$ cat src/core/hjd_map.svh
// Register indices, field positions, reset values and timing counts
// Assumes inclusion by the headset jack detect top module only
`ifndef HJD_MAP_SVH
`define HJD_MAP_SVH

// ----------------------------------------------------------------------
// Register indices (byte address is four times the index)
// ----------------------------------------------------------------------
`define HJD_IDX_TIMING_CFG 8'h19
`define HJD_IDX_SENSE_CFG 8'h1A
`define HJD_IDX_DEBOUNCE_CFG 8'h1B
`define HJD_IDX_STATUS 8'h1C
`define HJD_IDX_IRQ_STATUS 8'h20
`define HJD_IDX_IRQ_MASK 8'h21

// ----------------------------------------------------------------------
// Reset values and writable masks
// ----------------------------------------------------------------------
`define HJD_RST_TIMING_CFG 8'h00
`define HJD_RST_SENSE_CFG 8'h00
`define HJD_RST_DEBOUNCE_CFG 8'h00
`define HJD_RST_IRQ 4'h0
`define HJD_WMASK_TIMING_CFG 8'hFF
`define HJD_WMASK_SENSE_CFG 8'hFE
`define HJD_WMASK_DEBOUNCE_CFG 8'h7F

// ----------------------------------------------------------------------
// Field positions
// ----------------------------------------------------------------------
`define HJD_TIM_RATE_HI 7
`define HJD_TIM_RATE_LO 6
`define HJD_TIM_HP_PER_HI 2
`define HJD_TIM_HP_PER_LO 1
`define HJD_SNS_THRESH_HI 5
`define HJD_SNS_THRESH_LO 4
`define HJD_SNS_COUPLING 3
`define HJD_SNS_DOUBLE_CUR 2
`define HJD_SNS_ENABLE 1
`define HJD_DEB_HP 6
`define HJD_DEB_INS_HI 5
`define HJD_DEB_INS_LO 3
`define HJD_DEB_REMOVAL 2
`define HJD_DEB_HOOK_HI 1
`define HJD_DEB_HOOK_LO 0
`define HJD_NUM_EVENTS 4
`define HJD_EV_JACK 0
`define HJD_EV_HEADSET 1
`define HJD_EV_HOOK_PRESS 2
`define HJD_EV_HOOK_RELEASE 3

// ----------------------------------------------------------------------
// Timing
// ----------------------------------------------------------------------
`define HJD_CLK_HZ 20000000
`define HJD_TICK_MS 1
`define HJD_MS_CYCLES ((`HJD_CLK_HZ / 1000) * `HJD_TICK_MS)
`define HJD_RATE_DHZ_0 5
`define HJD_RATE_DHZ_1 10
`define HJD_RATE_DHZ_2 75
`define HJD_RATE_DHZ_3 150
`define HJD_DHZ_TO_MS 10000
`define HJD_HP_PER_MS_0 1
`define HJD_HP_PER_MS_1 2
`define HJD_HP_PER_MS_2 4
`define HJD_INS_BASE_MS 16
`define HJD_INS_NONE 3'h7
`define HJD_REMOVAL_N0 5
`define HJD_REMOVAL_N1 3
`define HJD_HP_DEB_N 3
`define HJD_HOOK_N2 2
`define HJD_HOOK_N3 3

`endif

$ cat src/core/hjd_pkg.sv
// Types shared by the headset jack detect logic
// Assumes the map header sits beside it on the include path
package hjd_pkg;

    // ------------------------------------------------------------------
    // Carriers
    // ------------------------------------------------------------------
    // Comparator results and strap from the analog front end
    typedef struct packed {
        logic jack_present;
        logic mic_present;
        logic left_load;
        logic right_load;
        logic hook_pressed;
        logic external_resistor_type_bit;
    } hjd_sense_t;

    // Controls toward the analog front end
    typedef struct packed {
        logic headset_detect_enable;
        logic headphone_coupling_sel;
        logic double_sense_current_en;
        logic [1:0] hook_insert_threshold_sel;
        logic hook_threshold_valid;
        logic detector_pulse;
        logic headphone_sense_pulse;
    } hjd_ctrl_t;

    // Bus answer state
    typedef enum logic [2:0] {
        HJD_IDLE = 3'b001,
        HJD_ACCESS = 3'b010,
        HJD_DONE = 3'b100
    } hjd_bus_state_t;

endpackage : hjd_pkg

$ cat src/core/hjd_debounce.sv
// Debounce counter for one detection result
// Assumes strobe is a one-cycle sample pulse on pclk, raw already synchronised
`timescale 1ns/10ps
module hjd_debounce
    import hjd_pkg::*;
#(
    parameter int CNT_W = 10
)(
    input wire logic pclk,
    input wire logic presetn,
    input wire logic clear,
    input wire logic strobe,
    input wire logic raw,
    input wire logic [CNT_W-1:0] required,
    output logic accepted
);

    logic last;
    logic [CNT_W-1:0] cnt;
    logic [CNT_W-1:0] next_cnt;

    // Restart on a changed result, else count up with saturation
    always_comb
    begin
        if (raw != last)
            next_cnt = CNT_W'(1);
        else if (cnt == {CNT_W{1'b1}})
            next_cnt = cnt;
        else
            next_cnt = cnt + CNT_W'(1);
    end

    // Accept once enough identical results were seen
    always_ff @(posedge pclk or negedge presetn)
    begin
        if (!presetn)
        begin
            accepted <= 1'b0;
            last <= 1'b0;
            cnt <= '0;
        end
        else if (clear)
        begin
            accepted <= 1'b0;
            last <= 1'b0;
            cnt <= '0;
        end
        else if (strobe)
        begin
            last <= raw;
            if (raw == accepted)
                cnt <= '0;
            else if (next_cnt >= required)
            begin
                accepted <= raw;
                cnt <= '0;
            end
            else
                cnt <= next_cnt;
        end
    end

endmodule : hjd_debounce

$ cat src/core/hjd_top.sv
// Headset jack detect configuration, debounce and status with APB slave
// Assumes comparator inputs are asynchronous and pclk runs at 20 MHz
//
// Overview of operation
// - Detection runs only while the enable bit is one; reset leaves it off.
// - Coupling bit zero means AC coupled headphone load, one means DC coupled.
// - Current bit one selects double sense current, zero selects normal current.
// - Threshold code picks minimum hook impedance 150/100/50 ohm; only without external resistor.
// - Headphone debounce bit zero accepts each result, one needs three detections.
// - Insertion debounce code 0..5 gives 16..512 ms, 7 none, 6 reserved.
// - Removal needs five consecutive detections, or three when the bit is one.
// - Hook debounce code 0/1 none, 2 needs two, 3 needs three detections.
// - Jack state at bits 7-6: 0 out, 1 no mic, 3 with mic.
// - Headset type at bits 5-4: none, mono right, mono left, stereo.
// - Detector pulses at 0.5, 1, 7.5 or 15 Hz; each pulse is one detection.
// - Headphone sense period is 1, 2 or 4 ms; code 3 reserved.
//
// The APB interface to the registers is this design's own decision.
`include "hjd_map.svh"
`timescale 1ns/10ps
module hjd_top
    import hjd_pkg::*;
#(
    parameter int MS_CYCLES = `HJD_MS_CYCLES,
    parameter int ADDR_W = 12
)(
    input wire logic pclk,
    input wire logic presetn,
    input wire logic psel,
    input wire logic penable,
    input wire logic pwrite,
    input wire logic [ADDR_W-1:0] paddr,
    input wire logic [31:0] pwdata,
    input wire logic [3:0] pstrb,
    output logic [31:0] prdata,
    output logic pready,
    output logic pslverr,
    input wire hjd_sense_t sense_in,
    output hjd_ctrl_t ctrl_out,
    output logic irq
);

    // ------------------------------------------------------------------
    // Elaboration checks
    // ------------------------------------------------------------------
    localparam int MS_W = $clog2(MS_CYCLES + 1);
    localparam int DEB_W = 10;
    localparam int NCH = 5;
    localparam int CH_JACK = 0;
    localparam int CH_MIC = 1;
    localparam int CH_HOOK = 2;
    localparam int CH_LEFT = 3;
    localparam int CH_RIGHT = 4;

    if (MS_CYCLES < 2)
        $error("MS_CYCLES must be at least 2");
    if (ADDR_W < 10)
        $error("ADDR_W must reach the highest register index");

    // ------------------------------------------------------------------
    // Decoding functions
    // ------------------------------------------------------------------
    // Register hit for a given index
    function automatic logic reg_hit(input logic [ADDR_W-1:0] addr, input logic [7:0] idx);
        reg_hit = (addr[1:0] == 2'h0) && (addr[ADDR_W-1:2] == (ADDR_W-2)'(idx));
    endfunction : reg_hit

    // Detector pulse period in ms
    function automatic logic [11:0] rate_ms(input logic [1:0] code);
        case (code)
            2'h0: rate_ms = 12'(`HJD_DHZ_TO_MS / `HJD_RATE_DHZ_0);
            2'h1: rate_ms = 12'(`HJD_DHZ_TO_MS / `HJD_RATE_DHZ_1);
            2'h2: rate_ms = 12'(`HJD_DHZ_TO_MS / `HJD_RATE_DHZ_2);
            default: rate_ms = 12'(`HJD_DHZ_TO_MS / `HJD_RATE_DHZ_3);
        endcase
    endfunction : rate_ms

    // Headphone sense period in ms, reserved code falls back to 1 ms
    function automatic logic [11:0] hp_ms(input logic [1:0] code);
        case (code)
            2'h1: hp_ms = 12'(`HJD_HP_PER_MS_1);
            2'h2: hp_ms = 12'(`HJD_HP_PER_MS_2);
            default: hp_ms = 12'(`HJD_HP_PER_MS_0);
        endcase
    endfunction : hp_ms

    // Insertion debounce in ms ticks; reserved code 6 holds 512 ms
    function automatic logic [DEB_W-1:0] ins_ms(input logic [2:0] code);
        if (code == `HJD_INS_NONE)
            ins_ms = DEB_W'(1);
        else if (code > 3'h5)
            ins_ms = DEB_W'(`HJD_INS_BASE_MS << 5);
        else
            ins_ms = DEB_W'(`HJD_INS_BASE_MS << code);
    endfunction : ins_ms

    // Hook press repeat count
    function automatic logic [DEB_W-1:0] hook_n(input logic [1:0] code);
        case (code)
            2'h2: hook_n = DEB_W'(`HJD_HOOK_N2);
            2'h3: hook_n = DEB_W'(`HJD_HOOK_N3);
            default: hook_n = DEB_W'(1);
        endcase
    endfunction : hook_n

    // ------------------------------------------------------------------
    // Registers and state
    // ------------------------------------------------------------------
    logic [7:0] timing_cfg;
    logic [7:0] jack_detect_sense_config;
    logic [7:0] jack_detect_debounce_config;
    logic [`HJD_NUM_EVENTS-1:0] irq_status;
    logic [`HJD_NUM_EVENTS-1:0] irq_mask;
    hjd_bus_state_t bus_state;
    hjd_sense_t sense_meta;
    hjd_sense_t sense_sync;
    logic [MS_W-1:0] ms_cnt;
    logic ms_tick;
    logic [11:0] pulse_cnt;
    logic [11:0] hp_cnt;
    logic det_pulse;
    logic hp_pulse;
    logic [NCH-1:0] ch_raw;
    logic [NCH-1:0] ch_strobe;
    logic [DEB_W-1:0] ch_req [NCH];
    logic [NCH-1:0] ch_ok;
    logic [1:0] jack_type_flag;
    logic [1:0] headset_kind_flag;
    logic hook_seen;
    logic [`HJD_NUM_EVENTS-1:0] events;
    logic [7:0] next_status;
    logic [7:0] next_rdata;
    logic next_err;
    logic wr_done;
    logic mapped;
    logic det_on;

    assign det_on = jack_detect_sense_config[`HJD_SNS_ENABLE];

    // ------------------------------------------------------------------
    // APB slave
    // ------------------------------------------------------------------
    // Answer one cycle into the access phase
    always_ff @(posedge pclk or negedge presetn)
    begin
        if (!presetn)
            bus_state <= HJD_IDLE;
        else
        begin
            case (bus_state)
                HJD_IDLE: bus_state <= (psel && !penable) ? HJD_ACCESS : HJD_IDLE;
                HJD_ACCESS: bus_state <= (psel && penable) ? HJD_DONE : HJD_ACCESS;
                HJD_DONE: bus_state <= (psel && !penable) ? HJD_ACCESS : HJD_IDLE;
                default: bus_state <= HJD_IDLE;
            endcase
        end
    end

    assign wr_done = pready && psel && penable && pwrite && !pslverr;
    assign mapped = reg_hit(paddr, `HJD_IDX_TIMING_CFG) || reg_hit(paddr, `HJD_IDX_SENSE_CFG)
        || reg_hit(paddr, `HJD_IDX_DEBOUNCE_CFG) || reg_hit(paddr, `HJD_IDX_STATUS)
        || reg_hit(paddr, `HJD_IDX_IRQ_STATUS) || reg_hit(paddr, `HJD_IDX_IRQ_MASK);

    // Read data mux, reserved and unmapped read zero
    always_comb
    begin
        next_rdata = 8'h00;
        if (reg_hit(paddr, `HJD_IDX_TIMING_CFG))
            next_rdata = timing_cfg;
        else if (reg_hit(paddr, `HJD_IDX_SENSE_CFG))
            next_rdata = jack_detect_sense_config;
        else if (reg_hit(paddr, `HJD_IDX_DEBOUNCE_CFG))
            next_rdata = jack_detect_debounce_config;
        else if (reg_hit(paddr, `HJD_IDX_STATUS))
            next_rdata = next_status;
        else if (reg_hit(paddr, `HJD_IDX_IRQ_STATUS))
            next_rdata = {4'h0, irq_status};
        else if (reg_hit(paddr, `HJD_IDX_IRQ_MASK))
            next_rdata = {4'h0, irq_mask};
        next_err = !mapped || (pwrite && reg_hit(paddr, `HJD_IDX_STATUS));
    end

    // Ready, read data and error come from flops
    always_ff @(posedge pclk or negedge presetn)
    begin
        if (!presetn)
        begin
            pready <= 1'b0;
            prdata <= 32'h0000_0000;
            pslverr <= 1'b0;
        end
        else if (bus_state == HJD_ACCESS && psel && penable)
        begin
            pready <= 1'b1;
            prdata <= pwrite ? 32'h0000_0000 : {24'h00_0000, next_rdata};
            pslverr <= next_err;
        end
        else
        begin
            pready <= 1'b0;
            pslverr <= 1'b0;
        end
    end

    // Configuration writes, only sense bit 0 and debounce bit 7 kept at reset value
    always_ff @(posedge pclk or negedge presetn)
    begin
        if (!presetn)
        begin
            timing_cfg <= `HJD_RST_TIMING_CFG;
            jack_detect_sense_config <= `HJD_RST_SENSE_CFG;
            jack_detect_debounce_config <= `HJD_RST_DEBOUNCE_CFG;
            irq_mask <= `HJD_RST_IRQ;
        end
        else if (wr_done && pstrb[0])
        begin
            if (reg_hit(paddr, `HJD_IDX_TIMING_CFG))
                timing_cfg <= pwdata[7:0] & `HJD_WMASK_TIMING_CFG;
            if (reg_hit(paddr, `HJD_IDX_SENSE_CFG))
                jack_detect_sense_config <= pwdata[7:0] & `HJD_WMASK_SENSE_CFG;
            if (reg_hit(paddr, `HJD_IDX_DEBOUNCE_CFG))
                jack_detect_debounce_config <= pwdata[7:0] & `HJD_WMASK_DEBOUNCE_CFG;
            if (reg_hit(paddr, `HJD_IDX_IRQ_MASK))
                irq_mask <= pwdata[`HJD_NUM_EVENTS-1:0];
        end
    end

    // ------------------------------------------------------------------
    // Input synchroniser
    // ------------------------------------------------------------------
    always_ff @(posedge pclk or negedge presetn)
    begin
        if (!presetn)
        begin
            sense_meta <= '0;
            sense_sync <= '0;
        end
        else
        begin
            sense_meta <= sense_in;
            sense_sync <= sense_meta;
        end
    end

    // ------------------------------------------------------------------
    // Time base and detection pulses
    // ------------------------------------------------------------------
    // Millisecond tick, runs only while detection is on
    always_ff @(posedge pclk or negedge presetn)
    begin
        if (!presetn)
        begin
            ms_cnt <= '0;
            ms_tick <= 1'b0;
        end
        else if (!det_on)
        begin
            ms_cnt <= '0;
            ms_tick <= 1'b0;
        end
        else if (ms_cnt == MS_W'(MS_CYCLES - 1))
        begin
            ms_cnt <= '0;
            ms_tick <= 1'b1;
        end
        else
        begin
            ms_cnt <= ms_cnt + MS_W'(1);
            ms_tick <= 1'b0;
        end
    end

    // Detector pulse at the chosen rate
    always_ff @(posedge pclk or negedge presetn)
    begin
        if (!presetn)
        begin
            pulse_cnt <= 12'h000;
            det_pulse <= 1'b0;
        end
        else if (!det_on)
        begin
            pulse_cnt <= 12'h000;
            det_pulse <= 1'b0;
        end
        else if (ms_tick && pulse_cnt >= rate_ms(timing_cfg[`HJD_TIM_RATE_HI:`HJD_TIM_RATE_LO]) - 12'h001)
        begin
            pulse_cnt <= 12'h000;
            det_pulse <= 1'b1;
        end
        else
        begin
            pulse_cnt <= ms_tick ? pulse_cnt + 12'h001 : pulse_cnt;
            det_pulse <= 1'b0;
        end
    end

    // Headphone sense clock at the chosen period
    always_ff @(posedge pclk or negedge presetn)
    begin
        if (!presetn)
        begin
            hp_cnt <= 12'h000;
            hp_pulse <= 1'b0;
        end
        else if (!det_on)
        begin
            hp_cnt <= 12'h000;
            hp_pulse <= 1'b0;
        end
        else if (ms_tick && hp_cnt >= hp_ms(timing_cfg[`HJD_TIM_HP_PER_HI:`HJD_TIM_HP_PER_LO]) - 12'h001)
        begin
            hp_cnt <= 12'h000;
            hp_pulse <= 1'b1;
        end
        else
        begin
            hp_cnt <= ms_tick ? hp_cnt + 12'h001 : hp_cnt;
            hp_pulse <= 1'b0;
        end
    end

    // ------------------------------------------------------------------
    // Debounce channels
    // ------------------------------------------------------------------
    // Insertion counts ms ticks, removal counts detector pulses
    always_comb
    begin
        ch_raw = {sense_sync.right_load, sense_sync.left_load, sense_sync.hook_pressed,
                  sense_sync.mic_present, sense_sync.jack_present};
        ch_strobe[CH_JACK] = ch_ok[CH_JACK] ? det_pulse : ms_tick;
        ch_req[CH_JACK] = ch_ok[CH_JACK]
            ? (jack_detect_debounce_config[`HJD_DEB_REMOVAL] ? DEB_W'(`HJD_REMOVAL_N1)
                                                             : DEB_W'(`HJD_REMOVAL_N0))
            : ins_ms(jack_detect_debounce_config[`HJD_DEB_INS_HI:`HJD_DEB_INS_LO]);
        ch_strobe[CH_MIC] = det_pulse;
        ch_req[CH_MIC] = DEB_W'(1);
        ch_strobe[CH_HOOK] = det_pulse;
        ch_req[CH_HOOK] = hook_n(jack_detect_debounce_config[`HJD_DEB_HOOK_HI:`HJD_DEB_HOOK_LO]);
        ch_strobe[CH_LEFT] = hp_pulse;
        ch_strobe[CH_RIGHT] = hp_pulse;
        ch_req[CH_LEFT] = jack_detect_debounce_config[`HJD_DEB_HP] ? DEB_W'(`HJD_HP_DEB_N)
                                                                   : DEB_W'(1);
        ch_req[CH_RIGHT] = ch_req[CH_LEFT];
    end

    for (genvar i = 0; i < NCH; i++)
    begin : g_deb
        hjd_debounce #(
            .CNT_W(DEB_W)
        ) u_deb (
            .pclk(pclk),
            .presetn(presetn),
            .clear(!det_on),
            .strobe(ch_strobe[i]),
            .raw(ch_raw[i]),
            .required(ch_req[i]),
            .accepted(ch_ok[i])
        );
    end

    // ------------------------------------------------------------------
    // Status and interrupts
    // ------------------------------------------------------------------
    // Jack and headset type from accepted results
    always_comb
    begin
        if (!ch_ok[CH_JACK])
            next_status = 8'h00;
        else
            next_status = {ch_ok[CH_MIC] ? 2'h3 : 2'h1,
                           ch_ok[CH_LEFT], ch_ok[CH_RIGHT], 4'h0};
    end

    // Registered status copy for change detection
    always_ff @(posedge pclk or negedge presetn)
    begin
        if (!presetn)
        begin
            jack_type_flag <= 2'h0;
            headset_kind_flag <= 2'h0;
            hook_seen <= 1'b0;
        end
        else
        begin
            jack_type_flag <= next_status[7:6];
            headset_kind_flag <= next_status[5:4];
            hook_seen <= ch_ok[CH_HOOK];
        end
    end

    assign events[`HJD_EV_JACK] = next_status[7:6] != jack_type_flag;
    assign events[`HJD_EV_HEADSET] = next_status[5:4] != headset_kind_flag;
    assign events[`HJD_EV_HOOK_PRESS] = ch_ok[CH_HOOK] && !hook_seen;
    assign events[`HJD_EV_HOOK_RELEASE] = !ch_ok[CH_HOOK] && hook_seen;

    // Sticky status, write one clears, a new event wins
    always_ff @(posedge pclk or negedge presetn)
    begin
        if (!presetn)
            irq_status <= `HJD_RST_IRQ;
        else if (wr_done && pstrb[0] && reg_hit(paddr, `HJD_IDX_IRQ_STATUS))
            irq_status <= (irq_status & ~pwdata[`HJD_NUM_EVENTS-1:0]) | events;
        else
            irq_status <= irq_status | events;
    end

    always_ff @(posedge pclk or negedge presetn)
    begin
        if (!presetn)
            irq <= 1'b0;
        else
            irq <= |(irq_status & irq_mask);
    end

    // ------------------------------------------------------------------
    // Analog front end controls
    // ------------------------------------------------------------------
    always_ff @(posedge pclk or negedge presetn)
    begin
        if (!presetn)
            ctrl_out <= '0;
        else
        begin
            ctrl_out.headset_detect_enable <= det_on;
            ctrl_out.headphone_coupling_sel <= jack_detect_sense_config[`HJD_SNS_COUPLING];
            ctrl_out.double_sense_current_en <= jack_detect_sense_config[`HJD_SNS_DOUBLE_CUR];
            ctrl_out.hook_insert_threshold_sel <=
                jack_detect_sense_config[`HJD_SNS_THRESH_HI:`HJD_SNS_THRESH_LO];
            ctrl_out.hook_threshold_valid <= !sense_sync.external_resistor_type_bit;
            ctrl_out.detector_pulse <= det_pulse;
            ctrl_out.headphone_sense_pulse <= hp_pulse;
        end
    end

endmodule : hjd_top

$ cat config.mk
export PLATFORM = sky130hd
export DESIGN_NAME = hjd_top
export DESIGN_NICKNAME = d
export VERILOG_FILES = /design/src/core/hjd_pkg.sv /design/src/core/hjd_debounce.sv /design/src/core/hjd_top.sv
export VERILOG_INCLUDE_DIRS = /design/src /design/src/core
export SDC_FILE = /design/constraint.sdc
export NUM_CORES = 1
export LEC_CHECK = 0
export BUFFER_PORTS_ARGS = -buffer_cell sky130_fd_sc_hd__buf_2
export CAP_MARGIN = 25
export CORE_MARGIN = 5
export CORE_UTILIZATION = 45
export CTS_CLUSTER_SIZE = 16
export DETAILED_ROUTE_END_ITERATION = 16
export GPL_TIMING_DRIVEN = 0
export PLACE_DENSITY_LB_ADDON = 0.05
export SYNTH_ARGS = -nofsm -noshare
export SYNTH_HDL_FRONTEND = slang
export SYNTH_SLANG_ARGS = --single-unit
$ cat constraint.sdc
create_clock -name pclk -period 4 [get_ports pclk]
set_input_delay 1 -clock pclk [delete_from_list [all_inputs] [get_ports pclk]]
set_output_delay 1 -clock pclk [all_outputs]
set_load 0.02 [all_outputs]
# Yosys cells after proc, flatten, opt, wreduce, memory -nomap -nowiden
# Index checks and enable logic that the tools add are counted.
[totals]
reg_bits = 195
inputBits = 59
output_inout_bits = 43
[op_classes]
eq_ne = 49
order_cmp = 8
mux = 100
n_shift = 1
n_addsub = 10
bitwise = 5
n_reduce_logical = 46
[op_table]
columns = ["op", "n"]
rows = [
  ["$mux 10", 33],
  ["$mux 12", 8],
  ["$add 10x1->10 const B", 5],
  ["$eq 10x10->1 const B", 5],
  ["$mux 8", 6],
  ["$eq 10x5->1 const B", 4],
  ["$mux 1", 39],
  ["$pmux 11 s3", 1],
  ["$ge 10x2->1", 3],
  ["$mux 15", 2],
  ["$add 12x1->12 const B", 2],
  ["$ge 12x12->1", 2],
  ["$sub 12x1->12 const B", 2],
  ["$logic_and 1x1->1", 21],
  ["$eq 10x6->1 const B", 2],
  ["$ne 2x1->1 const B", 8],
  ["$add 15x1->15 const B", 1],
  ["$eq 15x15->1 const B", 1],
  ["$reduce_and 3->1", 5],
  ["$mux 4", 3],
  ["$pmux 3 s2", 2],
  ["$ge 10x1->1 const B", 1],
  ["$ge 10x10->1", 1],
  ["$ne 2x2->1 const B", 5],
  ["23 further kinds", 57],
]

# Depth between registers and ports, before layout
# Gate-level depths: netlist of run 1.
[logic_depth]
ltp_word = 10
ltp_mapped = 14

# By module
# Synthesis of run 1 repeated with hierarchy kept, for this count alone.
[hier_totals]
hier_cells = 1183
hier_area_um2 = 10949.3
[modules_own_cells]
columns = ["mod", "area_per_inst_um2", "seq_area_each_um2", "instances", "cells_per_inst"]
rows = [
  ["hjd_debounce", 1113.6, 300.3, 5, 131],
  ["hjd_top", 5381.4, 2778.9, 1, 528],
]

# Worst setup path after synthesis of run 1
# Ideal clock, no wire load.
[synth_path]
kind = "register -> register"
from = "register g_deb[4].u_deb.cnt[0]"
to = "register g_deb[4].u_deb.cnt[0]"
path_buffers = 0
setup_slack_ps = 844
t_arrival_ps = 3091
stages_incl_launch_ff = 13
cell_sequence = "dfrtp_1 ha_1 nand4_2 or3_4 mux2i_1 nor2b_1 ha_1 or2b_2 or3_1 o32a_1 a221o_1 a311oi_1 o22a_1"
[synth_via]
elab_chain_cells = 8
elab_cells_between_ends = 9
[synth_lines]
columns = ["element", "line_no", "rtl"]
rows = [
  ["start: declaration", "hjd_debounce.sv:19", "logic [CNT_W-1:0] cnt;"],
  ["start signal: assignment", "hjd_debounce.sv:59", "cnt <= next_cnt;"],
  ["$add 10x1->10 or $eq 10x10->1 (tied branches)", "hjd_debounce.sv:30, hjd_debounce.sv:27", ""],
  ["$mux 10 *", "hjd_debounce.sv:27", "else if (cnt == {CNT_W{1'b1}})"],
  ["$mux 10 *", "hjd_debounce.sv:25", "if (raw != last)"],
  ["$ge 10x2->1", "hjd_debounce.sv:53", "else if (next_cnt >= required)"],
  ["$mux 10 *", "hjd_debounce.sv:53", ""],
  ["$mux 10 *", "hjd_debounce.sv:51", "if (raw == accepted)"],
  ["$mux 10 *", "hjd_debounce.sv:48", "else if (strobe)"],
  ["$mux 10 *", "hjd_debounce.sv:42", "else if (clear)"],
]
# Every way passes the cells marked *; elsewhere a longest branch is shown, timed or not. The select of a mux whose other input is x is not followed.
# A chain may end at the register's enable or synchronous reset.

# Worst setup path after layout of run 1
[layout_path]
from = "register g_deb[0].u_deb.cnt[0]"
to = "register g_deb[0].u_deb.cnt[7]"
[layout_via]
elab_chain_cells = 8
elab_cells_between_ends = 9
[layout_lines]
columns = ["element", "line_no"]
rows = [
  ["start: declaration", "hjd_debounce.sv:19"],
  ["start signal: assignment", "hjd_debounce.sv:59"],
  ["$add 10x1->10 or $eq 10x10->1 (tied branches)", "hjd_debounce.sv:30, hjd_debounce.sv:27"],
  ["$mux 10 *", "hjd_debounce.sv:27"],
  ["$mux 10 *", "hjd_debounce.sv:25"],
  ["$ge 10x10->1", "hjd_debounce.sv:53"],
  ["$mux 10 *", "hjd_debounce.sv:53"],
  ["$mux 10 *", "hjd_debounce.sv:51"],
  ["$mux 10 *", "hjd_debounce.sv:48"],
  ["$mux 10 *", "hjd_debounce.sv:42"],
]
# Marked as above.

==> impl_metrics.ini, run 1 <==
[status]
outcome = finished clean

[floorplanning]
die_area_um2 = 22600
core_region_area_um2 = 19400
row_count = 51
start_util = 0.4568
die_w_um = 150.3
chipHeight_um = 150.3
top_level_ports = 102

[timing]
rsz0062_at_grt = no
setup_viol = 0
drv_slew = 0
worst_slack_ns = 0.3265
min_period_ns = 3.674
finalCritPeriodShare = 0.9184
relSlewSlack = 0.3281
clock_skew_ns = 0.01057
hold_viol_final = 0
worst_slew_pin_slew_ns = 0.9986
fmaxAchievable_mhz = 272.2

[synth]
synth_area_leader_cell = dfrtp_1
synth_top_area_share = 0.4801
syn-mean-instance-area_um2 = 10.16
synth_edf_count = 0
syn-cell-area_um2 = 8861
synth_area_leaders = dfrtp_1 (48%), ha_1 (5.6%), nand2_1 (3.5%), nor2_1 (3.1%), and2_1 (2.5%)
ys_ff_latch = 171
synth_async_sr_flop_share = 1.000
synth-main-ff-cell = dfrtp_1
yosysSeqAreaShare = 0.4831
ys.warnings.count = 0
yosysMostFrequentCell = dfrtp_1
ys_top_cells_by_count = dfrtp_1 (170), nand2_1 (82), nor2_1 (74), ha_1 (40)
syn-instance-count = 872
ys_types = 79

[route]
drt-initial-drc-count = 341
vias = 6412
wl_per_cell_um = 15.53
dr.pass1.iters = 6
routed_wl_um = 19340
drc_errors = 0
via_per_inst = 5.150
antenna_left = 0

[power_and_ir_drop]
p_seq_frac = 0.484
total_power_w = 0.003606
clkPwrFrac = 0.480
p_int_w = 0.002804
pwr_density_cell_nw_per_um2 = 353.9
p_comb_frac = 0.036
switchingPower_w = 0.0008024
vdd_drop_max_v = 0.0002422
leakagePower_nw = 4.881
p_sw_frac = 0.2225

[worst_setup_path]
crit_required_ns = 4.36
r2r-end = g_deb[0].u_deb.cnt[7]
reg2reg_slack_ns = 0.33
endpoint = g_deb[0].u_deb.cnt[7]
critPathLaunch = g_deb[0].u_deb.cnt[0]
cp-end-kind = register
crit_type = reg -> reg
startpoint_type = register
worst-r2r-cell-count = 13
worstPathMaxFanout = 8
r2r-start = g_deb[0].u_deb.cnt[0]
worstPathArrival_ns = 4.03

[clock_tree]
tritoncts = yes
cts_hold_buf = 0
post_cts_resized = 0
clk_pin_slew_ns = 0.07
cts.sinks = 171
cts-root-buf = clkbuf_16
numCtsBuffers = 17
cts_buffer_depth = 2
cts_setup_buffers = 0
clk_latency_ns = 0.42
ctsHtreeMaxLevel = 4

[grt]
track_usage = 0.1791
met2_usage = 0.2749
grt_max_degree = 101
antenna_found_initial = 0
grt_pass1_vias = 6189
grt_pass1_wl_um = 32220
met1_usage = 0.2640
grt.met3_usage = 0.03642
grt.busiest_layer = met2
overflow = 0

[final_layout]
final_area_um2 = 10190
insertedDiodeCount = 0
area_delta_synth_final_pct = 15.00
drive_above_1_share = 0.1531
nNetsFinal = 1066

[placement]
preCtsSetupSlack_ns = 0.4102
portBuffers = 50
dpl.hpwl_um = 13920
gp_congestion = 0.8081
placed_area_um2 = 9574

[flow_run]
maxCapViolations = 0

[hold_path]
worstHoldStart = sense_meta[0]
hold_class = reg -> reg
-- worst min path at each step --
stage,end,slack (ns),cells after the start
final,sense_sync[0],0.35,0
after global routing,ch_raw[0],0.35,0
after CTS,sense_sync[0],0.35,0
after detailed placement,sense_sync[0],0.33,0
after global placement,sense_sync[0],0.33,0
after floorplan,ch_raw[0],0.33,0
-- sequential cells by signal (all words and copies together) (netlist names), 5 cells and up --
signal / flops
ch_raw: 5
ctrl_out: 8
g_deb.u_deb.accepted: 5
g_deb.u_deb.cnt: 50
g_deb.u_deb.last: 5
hp_cnt: 12
jack_detect_debounce_config: 7
jack_detect_sense_config: 7
ms_cnt: 15
prdata: 8
pulse_cnt: 12
sense_meta: 6
timing_cfg: 8
-- critical path: stages (launching register included) --
cell and delay [ns]:
dfrtp_1 0.40, ha_1 0.26, nand3_1 0.16, nor2_1 0.24, nand2_1 0.26, a21oi_1 0.19, ha_1 0.26, a21o_1 0.16
a21o_1 0.17, a211o_1 0.32, o21bai_1 0.20, o31a_1 0.16, nor3_2 0.56, a31o_1 0.25
-- power groups by stage --
stage	Clock, W	Sequential (W)	Combinational [W]
finish	0.00173	0.00175	0.000129
global route	0.00185	0.00175	0.000148
CTS	0.00177	0.00175	0.000132
detailed placement	0	0.00178	0.000132
global placement	0	0.00178	0.000127
floorplan	0	0.00178	0.0000619
-- layout make-up --
class                           count  area (µm²)
Inverter                           30       112.6
Clock buffer                       19       452.9
Buffer                             50       290.3
Clock inverter                     13       162.7
Sequential cell                   171        4280
Fill cell                        1832        9209
Tap cell                          265       331.6
Timing Repair Buffer               51       287.8
Multi-Input combinational cell    646        4272
-- kinds of logic (layout without fill, tap and decap cells) --
| logic type | count (synthesis) | after routing | share of synthesized area |
|---|---|---|---|
| other | 2 | 27 | 0.0008475 |
| muxes | 44 | 44 | 0.05338 |
| adders and majority gates | 40 | 40 | 0.05648 |
| and+or+nand+nor | 352 | 352 | 0.2050 |
| AOI/OAI and AO/OA | 146 | 146 | 0.1162 |
| buffers and inverters | 80 | 163 | 0.04547 |
| DFF | 171 | 171 | 0.4831 |
| xor gates and xnor gates | 37 | 37 | 0.03954 |
-- cells in the final DEF (no fill, tap or decap), types with 22 or more instances in the layout --
| master | Yosys | layout |
|---|---|---|
| buf_4 | 24 | 24 |
| inv_1 | 29 | 29 |
| and3_1 | 26 | 26 |
| a21oi_1 | 22 | 22 |
| nand3_1 | 36 | 36 |
| nand2_1 | 82 | 82 |
| buf_2 | 2 | 51 |
| nor2_1 | 74 | 74 |
| and2_1 | 36 | 36 |
| ha_1 | 40 | 40 |
| conb_1 | 2 | 27 |
| dfrtp_1 | 170 | 170 |
-- layer usage --
metal  up-vias  wire length (µm)
li1       3240                 -
met1      3063              9616
met2        97              8925
met3        12               650
met4         0               148
met5         -                 0
-- stage by stage --
stage	instances	hold WS, ns	TNS [ns]	utilization
floorplan	897	0.3312	0	-
global placement	1212	0.3329	-146.68	0.4916
detailed placement	1213	0.3347	0	0.4936
CTS	1245	0.3506	0	0.5253
global route	1245	0.3538	0	0.5253
finish	1245	0.3505	0	0.5253
No activity file was read; power rests on OpenSTA's default activity.
==> run 2: changes to the inputs <==
==> constraint.sdc (replaced) <==
create_clock -name pclk -period 3.5 [get_ports pclk]
set_input_delay 0.875 -clock pclk [delete_from_list [all_inputs] [get_ports pclk]]
set_output_delay 0.875 -clock pclk [all_outputs]
set_load 0.02 [all_outputs]
==> impl_metrics.ini, run 2 (synthesis gave the netlist of run 1 again) <==
[placement]
portBuffers = 50
preCtsSetupSlack_ns = -0.08982
gp_congestion = 0.8081
dpl.hpwl_um = 13920

[route]
via_per_inst = 5.159
dr.pass1.iters = 5
drt-initial-drc-count = 355
wl_per_cell_um = 15.58
routed_wl_um = 19450
drc_errors = 0
vias = 6438
antenna_left = 0

[timing]
relSlewSlack = 0.3307
min_period_ns = 3.440
worst_slack_ns = 0.05973
fmaxAchievable_mhz = 290.7
setup_viol = 0
hold_viol_final = 0
clock_skew_ns = 0.01068
worst_slew_pin_slew_ns = 0.9948
finalCritPeriodShare = 0.9829
drv_slew = 0

[floorplanning]
chipHeight_um = 150.3
core_region_area_um2 = 19400
row_count = 51
die_w_um = 150.3
start_util = 0.4568
die_area_um2 = 22600
top_level_ports = 102

[status]
outcome = finished clean

[final_layout]
final_common_cell = dfrtp_1
mostFrequentLayoutCells = dfrtp_1 (169), nand2_1 (81), nor2_1 (72)
nNetsFinal = 1069
largest_reg_flops = 50
post-route-util = 0.5283
top_regs = g_deb.u_deb.cnt (50), ms_cnt (15)
top_register = g_deb.u_deb.cnt
area_delta_synth_final_pct = 15.66
n_fill_cell = 1830
insertedDiodeCount = 0
drive_above_1_share = 0.1617

[clock_tree]
tritoncts = yes
clk_pin_slew_ns = 0.07
numCtsBuffers = 17
cts-root-buf = clkbuf_16
ctsHtreeMaxLevel = 4
cts_buffer_depth = 2
clk_latency_ns = 0.43
cts.sinks = 171

[worst_setup_path]
worstPathMaxFanout = 6
startpoint_type = register
worstPathArrival_ns = 3.79
crit_family = simple AND/OR/NAND/NOR gates
crit_path_cell_trace = ha_2, nand4_2, or3_4, mux2i_1, nor2b_1, ha_1, or2b_2, or3_1, o32a_1, a221o_1, a311oi_1, o22a_1
crit_path_max_incr_delay_ns = 0.43
crit_buf_inv = 0
crit_required_ns = 3.85
cp-end-kind = register
reg2reg_slack_ns = 0.06
crit_type = reg -> reg
slowest_stage = dfrtp_2

[flow_run]
maxCapViolations = 0

[power_and_ir_drop]
total_power_w = 0.004122
vdd_drop_max_v = 0.0002777
pwr_density_cell_nw_per_um2 = 402.2
leakagePower_nw = 4.896

[grt]
antenna_found_initial = 0
track_usage = 0.1791
grt_pass1_wl_um = 32220
grt_pass1_vias = 6189
grt_max_degree = 101
overflow = 0

[hold_path]
hold_class = reg -> reg
-- run 2: power breakdown --
group | switching [W] | internal [W] | total (W) | leakage, nW
combinational | 0.0000986 | 0.0000497 | 0.000148 | 2.25
sequential | 0.00000755 | 0.00199 | 0.00199 | 2.35
clock | 0.000812 | 0.00117 | 0.00198 | 0.297
-- run 2: final cells by class --
| cell class | instances | area [µm²] | share of cell area |
|---|---|---|---|
| repair buffers | 54 | 322.8 | 0.03150 |
| clock inverters | 13 | 162.7 | 0.01587 |
| inverters | 30 | 112.6 | 0.01099 |
| multi-input cells | 646 | 4294 | 0.4190 |
| clock buffers | 19 | 452.9 | 0.04419 |
| flip-flops and latches | 171 | 4282 | 0.4178 |
| well taps | 265 | 331.6 | 0.03235 |
| plain buffers | 50 | 290.3 | 0.02832 |
-- run 2: repair_timing --
item                                    4_1_cts  5_1_grt
pin swaps                                     0        1
endpoints found under the setup margin        8       11
gates resized for setup                       1        6
hold buffers                                  0        0
buffers inserted                              0        3
-- run 2: worst paths after layout --
check | cells after the start | start | end
worst min register to register | 0 | sense_meta[0] | sense_sync[0]
max in group asynchronous | 2 | presetn | pulse_cnt[8]
worst max-delay path | 12 | g_deb[4].u_deb.cnt[0] | g_deb[4].u_deb.cnt[0]
min in group asynchronous | 1 | presetn | g_deb[4].u_deb.cnt[6]
worst min-delay path | 0 | sense_meta[0] | sense_sync[0]
worst max register to register | 12 | g_deb[4].u_deb.cnt[0] | g_deb[4].u_deb.cnt[0]
-- run 2: layer usage --
layer  vias to the layer above  share of wire  track usage
li1                       3244              -            -
met1                      3091           0.50       0.2640
met2                        91           0.47       0.2749
met3                        12          0.030      0.03642
met4                         0         0.0084      0.03705
met5                         -              0            0
-- run 2: metrics by stage --
stage	TNS, ns	hold WS (ns)	cell area (µm²)	instances
finish	0	0.3506	10250	1248
global route	-0.03487	0.3538	10250	1248
CTS	0	0.3506	10200	1245
detailed placement	-0.5751	0.3347	9574	1213
global placement	-211.54	0.3329	9537	1212
floorplan	0	0.3312	8955	897
